<file path="src/diag_bank_pkg.sv">
// package for the diagnostic status bank: subaddresses, field positions,
// reset values and timing constants. assumes a 125 MHz core clock.
package diag_bank_pkg;

  localparam logic [7:0] SUB_IGN      = 8'h08;
  localparam logic [7:0] SUB_SUPPLY   = 8'h09;
  localparam logic [7:0] SUB_RESET    = 8'h0a;
  localparam logic [7:0] SUB_OVERTEMP = 8'h0b;
  localparam logic [7:0] SUB_SWOFF    = 8'h0c;
  localparam logic [7:0] SUB_RESP     = 8'h0d;
  localparam logic [7:0] SUB_QUEST    = 8'h0e;

  localparam logic [7:0] RST_DIAG     = 8'h00;
  localparam logic [5:0] RST_RESPONSE_INTERVAL_SETTING = 6'h3f;
  localparam logic [7:0] RST_QUEST    = 8'he0;

  // response time = (1 + 101*setting) periods of the 64 kHz reference
  localparam int unsigned RESP_MULT   = 101;
  localparam int unsigned REF_HZ      = 64000;
  localparam int unsigned CORE_HZ     = 125000000;
  localparam int unsigned REF_DIV     = CORE_HZ / REF_HZ;
  localparam logic [2:0]  ERR_LIMIT   = 3'h4;

  // sticky fault inputs sampled from the analog/fault side
  typedef struct packed {
    logic       tracker_reset;
    logic       group_one;
    logic       short_uv_reset;
    logic       group_two;
    logic       logic_ov;
    logic       low_rail_uv;
    logic       battery_ov;
    logic [3:0] overtemp;      // tracker, stage, relay, low rail
    logic       long_uv_reset;
    logic       bus_error;     // any of four transceiver errors
    logic       watchdog_reset;
    logic       seo_inject;
    logic       seo_out1314;
  } fault_events_s;

endpackage

</file>
<file path="src/diag_bank.sv">
// diagnostic status bank: read-only registers selected by subaddress.
// assumes fault inputs come from other clock domains and are resynchronised.
// Contract
// - four ignition codes, stage4 in 7:6 down to stage1 in 1:0
// - relay overcurrent bit 6 shows driver held off after overcurrent
// - tracker codes 2-bit; overload beats overvoltage/overtemp
// - bit 7 of reset-cause set when tracker logic caused reset
// - group one fault in bit 6
// - group two fault in bit 4
// - logic supply overvoltage in bit 3
// - low rail undervoltage in bit 2
// - output-disable bit 1 keeps outputs off except relay and supplies
// - while latch set, stage data ignored; start command clears latch
// - reads keep latch; set by power-on, soft reset, reset pin
// - battery overvoltage shutoff in bit 0
// - four overtemp flags in bits 7 to 4
// - bus error bit when any transceiver error present
// - latched watchdog fault in bit 1 of register eleven
// - injector switch-off event in bit 5
// - outputs 13/14 switch-off event in bit 4
// - live watchdog flag bit 3; latched bit 6 cleared by other read
// - response time 1+101*setting reference periods; resets to 0x3f
// - each setting write increments error counter by one, holding at 7
// - lock does not protect the setting
// - reading register ten, eleven or twelve clears its sticky bits, except the latch and bit 6 of twelve
// - register fourteen: limit flag, counter, question
module diag_bank import diag_bank_pkg::*; (
  input  wire logic          i_core_clk,
  input  wire logic          i_rst,
  input  wire logic          i_rd_stb,
  input  wire logic [7:0]    i_rd_sub,
  output logic      [7:0]    o_rd_data,
  output logic               o_rd_valid,
  input  wire logic          i_wr_interval,
  input  wire logic [5:0]    i_wr_interval_data,
  input  wire logic          i_lock_cmd,
  input  wire logic          i_start_cmd,
  input  wire logic          i_soft_reset_cmd,
  input  wire logic          i_reset_pin_n,
  input  wire logic          i_stage_wr,
  input  wire logic [7:0]    i_stage_data,
  output logic      [7:0]    o_stage_cmd,
  output logic               o_outputs_enabled,
  input  wire logic [7:0]    i_ign_codes,
  input  wire logic          i_relay_ovc,
  input  wire logic [1:0]    i_trk1_overload,
  input  wire logic [1:0]    i_trk1_ovot_pair,
  input  wire logic          i_key_level,
  input  wire logic          i_key_filtered,
  input  wire logic          i_speed_diag_on,
  input  wire logic          i_speed_fault,
  input  wire logic          i_wd_live,
  input  wire logic [3:0]    i_question,
  input  wire fault_events_s i_events,
  output logic      [12:0]   o_resp_ticks,
  output logic      [2:0]    o_err_count
);

  // two-flop synchronisers for all asynchronous inputs; stage 1 read only by stage 2
  localparam int unsigned SW = 8 + 1 + 2 + 2 + 1 + 1 + 1 + 1 + 1 + 1 + 4 + $bits(fault_events_s);
  logic [SW-1:0] sync1_r, sync2_r, raw;
  assign raw = {i_ign_codes, i_relay_ovc, i_trk1_overload, i_trk1_ovot_pair, i_key_level,
                i_key_filtered, i_speed_diag_on, i_speed_fault, i_reset_pin_n, i_wd_live,
                i_question, i_events};
  always_ff @(posedge i_core_clk) begin
    sync1_r <= i_rst ? '0 : raw;
    sync2_r <= i_rst ? '0 : sync1_r;
  end

  logic [7:0]    ign_s;
  logic          ovc_s, key_s, keyf_s, vrs_on_s, vrs_f_s, rstpin_n_s, wd_live_s;
  logic [1:0]    overload_s, ovot_s;
  logic [3:0]    quest_s;
  fault_events_s ev;
  assign {ign_s, ovc_s, overload_s, ovot_s, key_s, keyf_s, vrs_on_s, vrs_f_s, rstpin_n_s,
          wd_live_s, quest_s, ev} = sync2_r;

  // tracker codes: overload 01 wins over overvoltage/overtemp 10
  logic [1:0] trk_code [2];
  for (genvar t = 0; t < 2; t++) begin : g_trk
    always_comb begin
      if (overload_s[t])
        trk_code[t] = 2'h1;
      else if (ovot_s[t])
        trk_code[t] = 2'h2;
      else
        trk_code[t] = 2'h3;
    end
  end

  // state group: sticky flags, latch, setting, error counter
  logic [7:0] reset_flags_r, reset_flags_nxt;        // reg 10 sticky, bit1 unused
  logic [7:0] ot_flags_r,    ot_flags_nxt;           // reg 11 sticky
  logic [1:0] seo_r,         seo_nxt;                // reg 12 bits 5,4
  logic       wd_held_r,     wd_held_nxt;            // latched watchdog fault
  logic       output_disable_latch_r,     output_disable_latch_nxt;
  logic [5:0] interval_r,    interval_nxt;
  logic [2:0] watchdog_error_count_r,     watchdog_error_count_nxt;
  logic [7:0] stage_r,       stage_nxt;
  logic [7:0] rd_data_r,     rd_data_nxt;
  logic       rd_valid_r,    rd_valid_nxt;
  logic       rd10, rd11, rd12;

  assign rd10 = i_rd_stb && (i_rd_sub == SUB_RESET);
  assign rd11 = i_rd_stb && (i_rd_sub == SUB_OVERTEMP);
  assign rd12 = i_rd_stb && (i_rd_sub == SUB_SWOFF);

  // events set their flags; a read clears, but an event in the same cycle wins
  always_comb begin
    logic [7:0] set10, set11;
    set10 = {ev.tracker_reset, ev.group_one, ev.short_uv_reset, ev.group_two,
             ev.logic_ov, ev.low_rail_uv, 1'b0, ev.battery_ov};
    set11 = {ev.overtemp, ev.long_uv_reset, ev.bus_error, 1'b0, 1'b0};
    reset_flags_nxt = (rd10 ? 8'h00 : reset_flags_r) | set10;
    ot_flags_nxt    = (rd11 ? 8'h00 : ot_flags_r) | set11;
    seo_nxt         = (rd12 ? 2'h0 : seo_r) | {ev.seo_inject, ev.seo_out1314};
    // the held copy clears only on the register eleven read, not twelve
    wd_held_nxt     = (rd11 ? 1'b0 : wd_held_r) | ev.watchdog_reset;
    // latch: set by soft reset or reset pin, cleared only by start; reads ignored
    output_disable_latch_nxt = output_disable_latch_r;
    if (i_start_cmd)
      output_disable_latch_nxt = 1'b0;
    if (i_soft_reset_cmd || !rstpin_n_s)
      output_disable_latch_nxt = 1'b1;
    // lock has no effect on the interval setting
    interval_nxt = i_wr_interval ? i_wr_interval_data : interval_r;
    watchdog_error_count_nxt  = watchdog_error_count_r;
    if (i_wr_interval && watchdog_error_count_r != 3'h7)
      watchdog_error_count_nxt = watchdog_error_count_r + 3'h1;
    // stage data is dropped while outputs are disabled
    stage_nxt = stage_r;
    if (output_disable_latch_r)
      stage_nxt = 8'h00;
    else if (i_stage_wr)
      stage_nxt = i_stage_data;
    rd_valid_nxt = i_rd_stb;
    rd_data_nxt  = rd_data_r;
    if (i_rd_stb) begin
      case (i_rd_sub)
        SUB_IGN:      rd_data_nxt = ign_s;
        SUB_SUPPLY:   rd_data_nxt = {key_s, ovc_s, vrs_on_s, vrs_f_s,
                                     trk_code[1], trk_code[0]};
        SUB_RESET:    rd_data_nxt = {reset_flags_r[7:2], output_disable_latch_r, reset_flags_r[0]};
        SUB_OVERTEMP: rd_data_nxt = {ot_flags_r[7:2], wd_held_r, 1'b0};
        SUB_SWOFF:    rd_data_nxt = {1'b0, wd_held_r, seo_r, wd_live_s, 2'h0, keyf_s};
        SUB_RESP:     rd_data_nxt = {2'h0, interval_r};
        SUB_QUEST:    rd_data_nxt = {watchdog_error_count_r > ERR_LIMIT, watchdog_error_count_r, quest_s};
        default:      rd_data_nxt = 8'h00;
      endcase
    end
  end

  // power-on reset sets the latch and the interval default
  always_ff @(posedge i_core_clk) begin
    if (i_rst) begin
      reset_flags_r <= RST_DIAG;
      ot_flags_r    <= RST_DIAG;
      seo_r         <= 2'h0;
      wd_held_r     <= 1'b0;
      output_disable_latch_r     <= 1'b1;
      interval_r    <= RST_RESPONSE_INTERVAL_SETTING;
      watchdog_error_count_r     <= RST_QUEST[6:4];
      stage_r       <= 8'h00;
      rd_data_r     <= 8'h00;
      rd_valid_r    <= 1'b0;
    end else begin
      reset_flags_r <= reset_flags_nxt;
      ot_flags_r    <= ot_flags_nxt;
      seo_r         <= seo_nxt;
      wd_held_r     <= wd_held_nxt;
      output_disable_latch_r     <= output_disable_latch_nxt;
      interval_r    <= interval_nxt;
      watchdog_error_count_r     <= watchdog_error_count_nxt;
      stage_r       <= stage_nxt;
      rd_data_r     <= rd_data_nxt;
      rd_valid_r    <= rd_valid_nxt;
    end
  end

  assign o_rd_data         = rd_data_r;
  assign o_rd_valid        = rd_valid_r;
  assign o_stage_cmd       = stage_r;
  assign o_outputs_enabled = !output_disable_latch_r;
  assign o_err_count       = watchdog_error_count_r;
  // response interval in reference periods; the largest, 1+101*63, needs 13 bits
  logic [12:0] ticks_full;
  assign ticks_full   = 13'(1 + RESP_MULT * interval_r);
  assign o_resp_ticks = ticks_full;

  // checks
  a_interval_count: assert property (@(posedge i_core_clk) disable iff (i_rst)
    i_wr_interval && watchdog_error_count_r != 3'h7 |=> watchdog_error_count_r == $past(watchdog_error_count_r) + 3'h1)
    else $error("interval write did not bump error count");
  a_interval_value: assert property (@(posedge i_core_clk) disable iff (i_rst)
    i_wr_interval |=> interval_r == $past(i_wr_interval_data))
    else $error("interval write lost");
  a_latch_blocks: assert property (@(posedge i_core_clk) disable iff (i_rst)
    output_disable_latch_r |=> stage_r == 8'h00)
    else $error("stage data passed while disabled");
  a_latch_read: assert property (@(posedge i_core_clk) disable iff (i_rst)
    output_disable_latch_r && !i_start_cmd |=> output_disable_latch_r)
    else $error("latch cleared without start");
  a_softrst_sets: assert property (@(posedge i_core_clk) disable iff (i_rst)
    i_soft_reset_cmd |=> output_disable_latch_r && !o_outputs_enabled)
    else $error("soft reset did not set latch");
  a_event_wins: assert property (@(posedge i_core_clk) disable iff (i_rst)
    rd10 && ev.group_one |=> reset_flags_r[6])
    else $error("event lost against read clear");
  a_read_clears: assert property (@(posedge i_core_clk) disable iff (i_rst)
    rd11 && !ev.overtemp[3] |=> !ot_flags_r[7])
    else $error("overtemp flag not cleared by read");
  // the counter may move in the read cycle, so compare against its value then
  a_quest_read: assert property (@(posedge i_core_clk) disable iff (i_rst)
    i_rd_stb && i_rd_sub == SUB_QUEST |=> o_rd_valid
      && o_rd_data[7] == ($past(watchdog_error_count_r) > ERR_LIMIT)
      && o_rd_data[6:4] == $past(watchdog_error_count_r))
    else $error("register fourteen content wrong");
  a_tracker_prio: assert property (@(posedge i_core_clk) disable iff (i_rst)
    overload_s[0] |-> trk_code[0] == 2'h1)
    else $error("tracker priority wrong");
  c_read_quest:  cover property (@(posedge i_core_clk) i_rd_stb && i_rd_sub == SUB_QUEST);
  c_start:       cover property (@(posedge i_core_clk) output_disable_latch_r ##1 !output_disable_latch_r);
  c_stage_write: cover property (@(posedge i_core_clk) !output_disable_latch_r && i_stage_wr);

endmodule

</file>
<file path="config.mk">
export PLATFORM = sky130hd
export DESIGN_NAME = diag_bank
export DESIGN_NICKNAME = d
export VERILOG_FILES = /design/src/diag_bank_pkg.sv /design/src/diag_bank.sv
export SDC_FILE = /design/constraint.sdc
export NUM_CORES = 1
export LEC_CHECK = 0
export ABC_AREA = 1
export BUFFER_PORTS_ARGS = -buffer_cell sky130_fd_sc_hd__clkbuf_2
export CORE_ASPECT_RATIO = 1.2
export CORE_MARGIN = 2
export CORE_UTILIZATION = 54
export DETAILED_ROUTE_END_ITERATION = 12
export PLACE_DENSITY_LB_ADDON = 0.15
export SLEW_MARGIN = 25
export SYNTH_ARGS = -nofsm -noshare
export SYNTH_HDL_FRONTEND = slang
export SYNTH_SLANG_ARGS = --single-unit
</file>
<file path="constraint.sdc">
create_clock -name i_core_clk -period 4.41 [get_ports i_core_clk]
set_clock_uncertainty 0.15 [all_clocks]
set_input_delay 0.882 -clock i_core_clk [delete_from_list [all_inputs] [get_ports i_core_clk]]
set_output_delay 0.882 -clock i_core_clk [all_outputs]
set_load 0.02 [all_outputs]
</file>
# --- After elaboration in Yosys (flattened, before gate mapping) ---
# Cells that the tools add are included.
totals:
  register_bits: 124
  input_bits: 69
  wordCells: 46
classes:
  add_sub_neg: 2
  mul: 1
  magnitude_cmp: 1
  eq_ne: 8
  muxes: 9
  bitwise_logic: 4
  n_reduce_logical: 9
op_table:
  columns: ["operator", "count"]
  rows:
  - ["$eq 8x4->1 const B", 7]
  - ["$pmux 8 s7", 1]
  - ["$mux 8", 2]
  - ["$or 8x8->8", 2]
  - ["$add 1x13->13 const A", 1]
  - ["$mul 7x6->13 const A", 1]
  - ["$mux 2", 3]
  - ["$logic_and 1x1->1", 4]
  - ["$reduce_or 2->1", 2]
  - ["$add 3x1->3 const B", 1]
  - ["$gt 3x3->1 const B", 1]
  - ["$mux 1", 3]
  - ["$ne 3x3->1 const B", 1]
  - ["$logic_not 1->1", 2]
  - ["$or 2x2->2", 1]
  - ["$logic_or 1x1->1", 1]
  - ["$or 1x1->1", 1]

# --- Longest topological paths before layout ---
depth:
  ltp_word: 4
  ltp_mapped: 14
  depth_no_buf: 14

# --- Least setup slack after synthesis ---
# OpenSTA, ideal clock, no wires.
synth_timing:
  kind: "register to output"
  startpoint: "reg interval_r[0]"
  endpoint: "out o_resp_ticks[10]"
  arrival_ns: 2.857
  required_time_ns: 3.378
  setup_slack_ns: 0.521
  path_stages_with_launch: 11
  n_path_buf: 0
  path_cell_list: "dfxtp_1 -> ha_1 -> inv_1 -> fa_1 -> inv_1 -> fa_1 -> ha_1 -> a21oi_1 -> nor2_1 -> a211o_1 -> xor2_1"
synth_via:
  elab_chain_cells: 2
synth_rtl:
  columns: ["item", "line", "text"]
  rows:
  - ["from (decl)", "diag_bank.sv:97", "logic [5:0] interval_r, interval_nxt;"]
  - ["from (signal assigned)", "diag_bank.sv:172", "interval_r <= interval_nxt;"]
  - ["$mul 7x6->13", "diag_bank.sv:187", "assign ticks_full = 13'(1 + RESP_MULT * interval_r);"]
  - ["$add 1x13->13", "diag_bank.sv:187", null]
  - ["to (decl)", "diag_bank.sv:55", "output logic [12:0] o_resp_ticks,"]
# Every way passes these cells.

# --- Worst setup path in the final report ---
layout_timing:
  startpoint: "reg interval_r[0]"
  endpoint: "out o_resp_ticks[7]"
# The elaborated chain is that of the path after synthesis.

==> reports/metrics.csv <==
metric,value,unit
ys_ff_latch,121,
grt_overflow,0,
p_switching,0.873,mW
ys_top_cells_by_area,"dfxtp_1 (48%), inv_1 (9.3%), nor2_1 (9.3%)",
grt_pass1_wl,16.8,mm
fin_crit_sh,97.3,%
relSlewSlack,43.0,%
cts_made_buffers,17,
setup_slack,0.119,ns
p_sw_share,26.7,%
final_common_cell,inv_1,
vias,4220,
leakagePower,3.22,nW
final_cells,889,
p_comb_share,19.2,%
utilization,69.8,%
cts_tree,built,
max-cap-violations,0,
cp_max_fo,5,
wl_per_cell,11.5,um
clk_path_buf_depth,2,
grt_max_degree,67,
setup_viol,0,
drive_gt1_share,22.0,%
arrival,3.26,ns
period_needed,4.29,ns
netlist.area_leader.share,47.9,%
io_pins,103,
antenna_cells,0,
dieHeight,110,um
cts.clk_slew.worst_paths,0.06,ns
clock_sinks,121,
synth_cell_type_count,29,
dr.pass1.iters,5,
grt_antenna_before_repair,0,
start_util,55.7,%
max_clock_freq,0.233,GHz
dpl.cell_count,856,
p_int,2.39,mW
dr.first_iter.drc_count,214,
synthToLayoutAreaGrowth,25.2,%
seq_area_frac_synth,47.9,%
slew_violations,0,
route.detailed.drc,0,
syn_area,0.00506,mm^2
post-place-ws,0.492,ns
peakVddDrop,344,uV
htree_levels,4,
clkPwrFrac,45.0,%
start_kind,flop,
p_seq_share,35.9,%
status,"complete, no violations",
whs,0.249,ns
root_buffer,clkbuf_8,
antenna_left,0,
gp_congestion,0.873,
final_nets,859,
min_path_type,flop to flop,
crit_required,3.38,ns
synthArstFlopShare,0,%
rsz0062_at_grt,false,
synthCells,654,
drt_wl_total,10.3,mm
multi_input_area,0.00211,mm^2
final_cell_area,0.00634,mm^2
dp_hpwl,7.31,mm
tns,0,ns
track_usage,21.2,%
synth_top_cell_by_area,dfxtp_1,
insertion_delay,0.51,ns
power.density,515,mW/mm^2
coreArea,0.00908,mm^2
worst_slew_pin_slew,0.852,ns
criticalPathCategory,flop to output pin,
num_rows,38,
synth_edf_count,0,
yosysWarningCount,0,
final_cell_mix,"inv_1 (126), nor2_1 (124), dfxtp_1 (117), clkbuf_2 (98), nand2_1 (94)",
ctsHoldBuffers,0,
die_w,92.4,um
synthFlopType,dfxtp_1,
place_area,0.00562,mm^2
n_fill_cell,777,
dieArea,0.0102,mm^2
synthesis.nets,757,
grt_pass1_vias,3918,
syn_avg_cell_area,7.74,um^2
power,3.27,mW
port_buffers,101,
routed_via_density,4.75,
setup.worst_path.end_class,output pin,
seq_area,0.00243,mm^2
finalHoldViolCount,0,
## final timing paths
| check | cells after the start | end | slack [ns] | startpoint |
|---|---|---|---|---|
| max | 13 | o_resp_ticks[7] | 0.12 | interval_r[0] |
| min | 2 | sync2_r[30] | 0.25 | sync1_r[30] |
| max reg2reg | 6 | o_rd_data[7] | 2.87 | o_err_count[0] |
| min reg2reg | 2 | sync2_r[30] | 0.25 | sync1_r[30] |
## critical path, stage by stage (launching register included)
cell and delay, ns:
dfxtp_2 0.37, ha_4 0.28, inv_1 0.05, fa_1 0.52, inv_1 0.04, ha_1 0.32, ha_4 0.30, nand2_1 0.06
inv_1 0.06, nand4_1 0.08, o211ai_1 0.16, buf_4 0.18, xor2_1 0.14, clkbuf_2 0.18
## cells in the mapped netlist, types with 5 or more instances
cell and instances:
inv_1 126, nor2_1 125, dfxtp_1 121, nand2_1 94
nand3_1 50, a21oi_1 33, ha_1 31, clkbuf_1 10
a21oi_2 7, o21ai_0 7, xor2_1 6, buf_2 5
## timing repair
item / in CTS / in global routing
setup buffers: 1 / 0
pin swaps: 0 / 2
setup endpoints to repair: 5 / 6
gates resized for setup: 3 / 13
## power groups by stage
| stage | logic [mW] | clock network, mW | registers [mW] |
|---|---|---|---|
| 6_report | 0.626 | 1.47 | 1.17 |
| 5_1_grt | 0.694 | 1.55 | 1.18 |
| 4_1_cts | 0.593 | 1.49 | 1.17 |
| 3_5_place_dp | 0.567 | 0 | 1.19 |
| 3_3_place_gp | 0.548 | 0 | 1.19 |
| 2_1_floorplan | 0.403 | 0 | 1.19 |
## flip-flops by register name, summed over array words and instances (netlist names)
register,flops
wd_held_r,1
o_rd_valid,1
ot_flags_r,6
o_rd_data,8
reset_flags_r,7
sync1_r,39
seo_r,2
interval_r,6
o_err_count,3
output_disable_latch_r,1
o_stage_cmd,8
sync2_r,39
## layer usage
layer  GRT usage [%]  vias up  share of wire (%)
met1            22.5     1878                 41
met4            9.49        0                2.5
met5               0        -                  0
met3            5.85       22                5.2
li1                -     2186                  -
met2            39.2      134                 51
## layout make-up
cell class	instances	area share (%)
clock buffers	20	7.03
clock inverters	12	3.10
inverters	128	7.58
multi-input cells	385	33.3
flip-flops and latches	121	38.3
well taps	120	2.37
repair buffers	103	8.33
## kinds of logic (layout without fill, tap and decap cells)
kind of cell             after synthesis  in the layout  share of synthesized area [%]
buffers and inverters                148            263                           11.5
AND/OR/NAND/NOR                      290            290                           24.3
AO/OA/AOI/OAI                         53             53                           6.03
adder cells (fa/ha/maj)               34             34                           8.85
XOR/XNOR                               8              8                           1.38
flip-flops                           121            121                           47.9
Note: power is estimated with default switching activity, not from simulation.
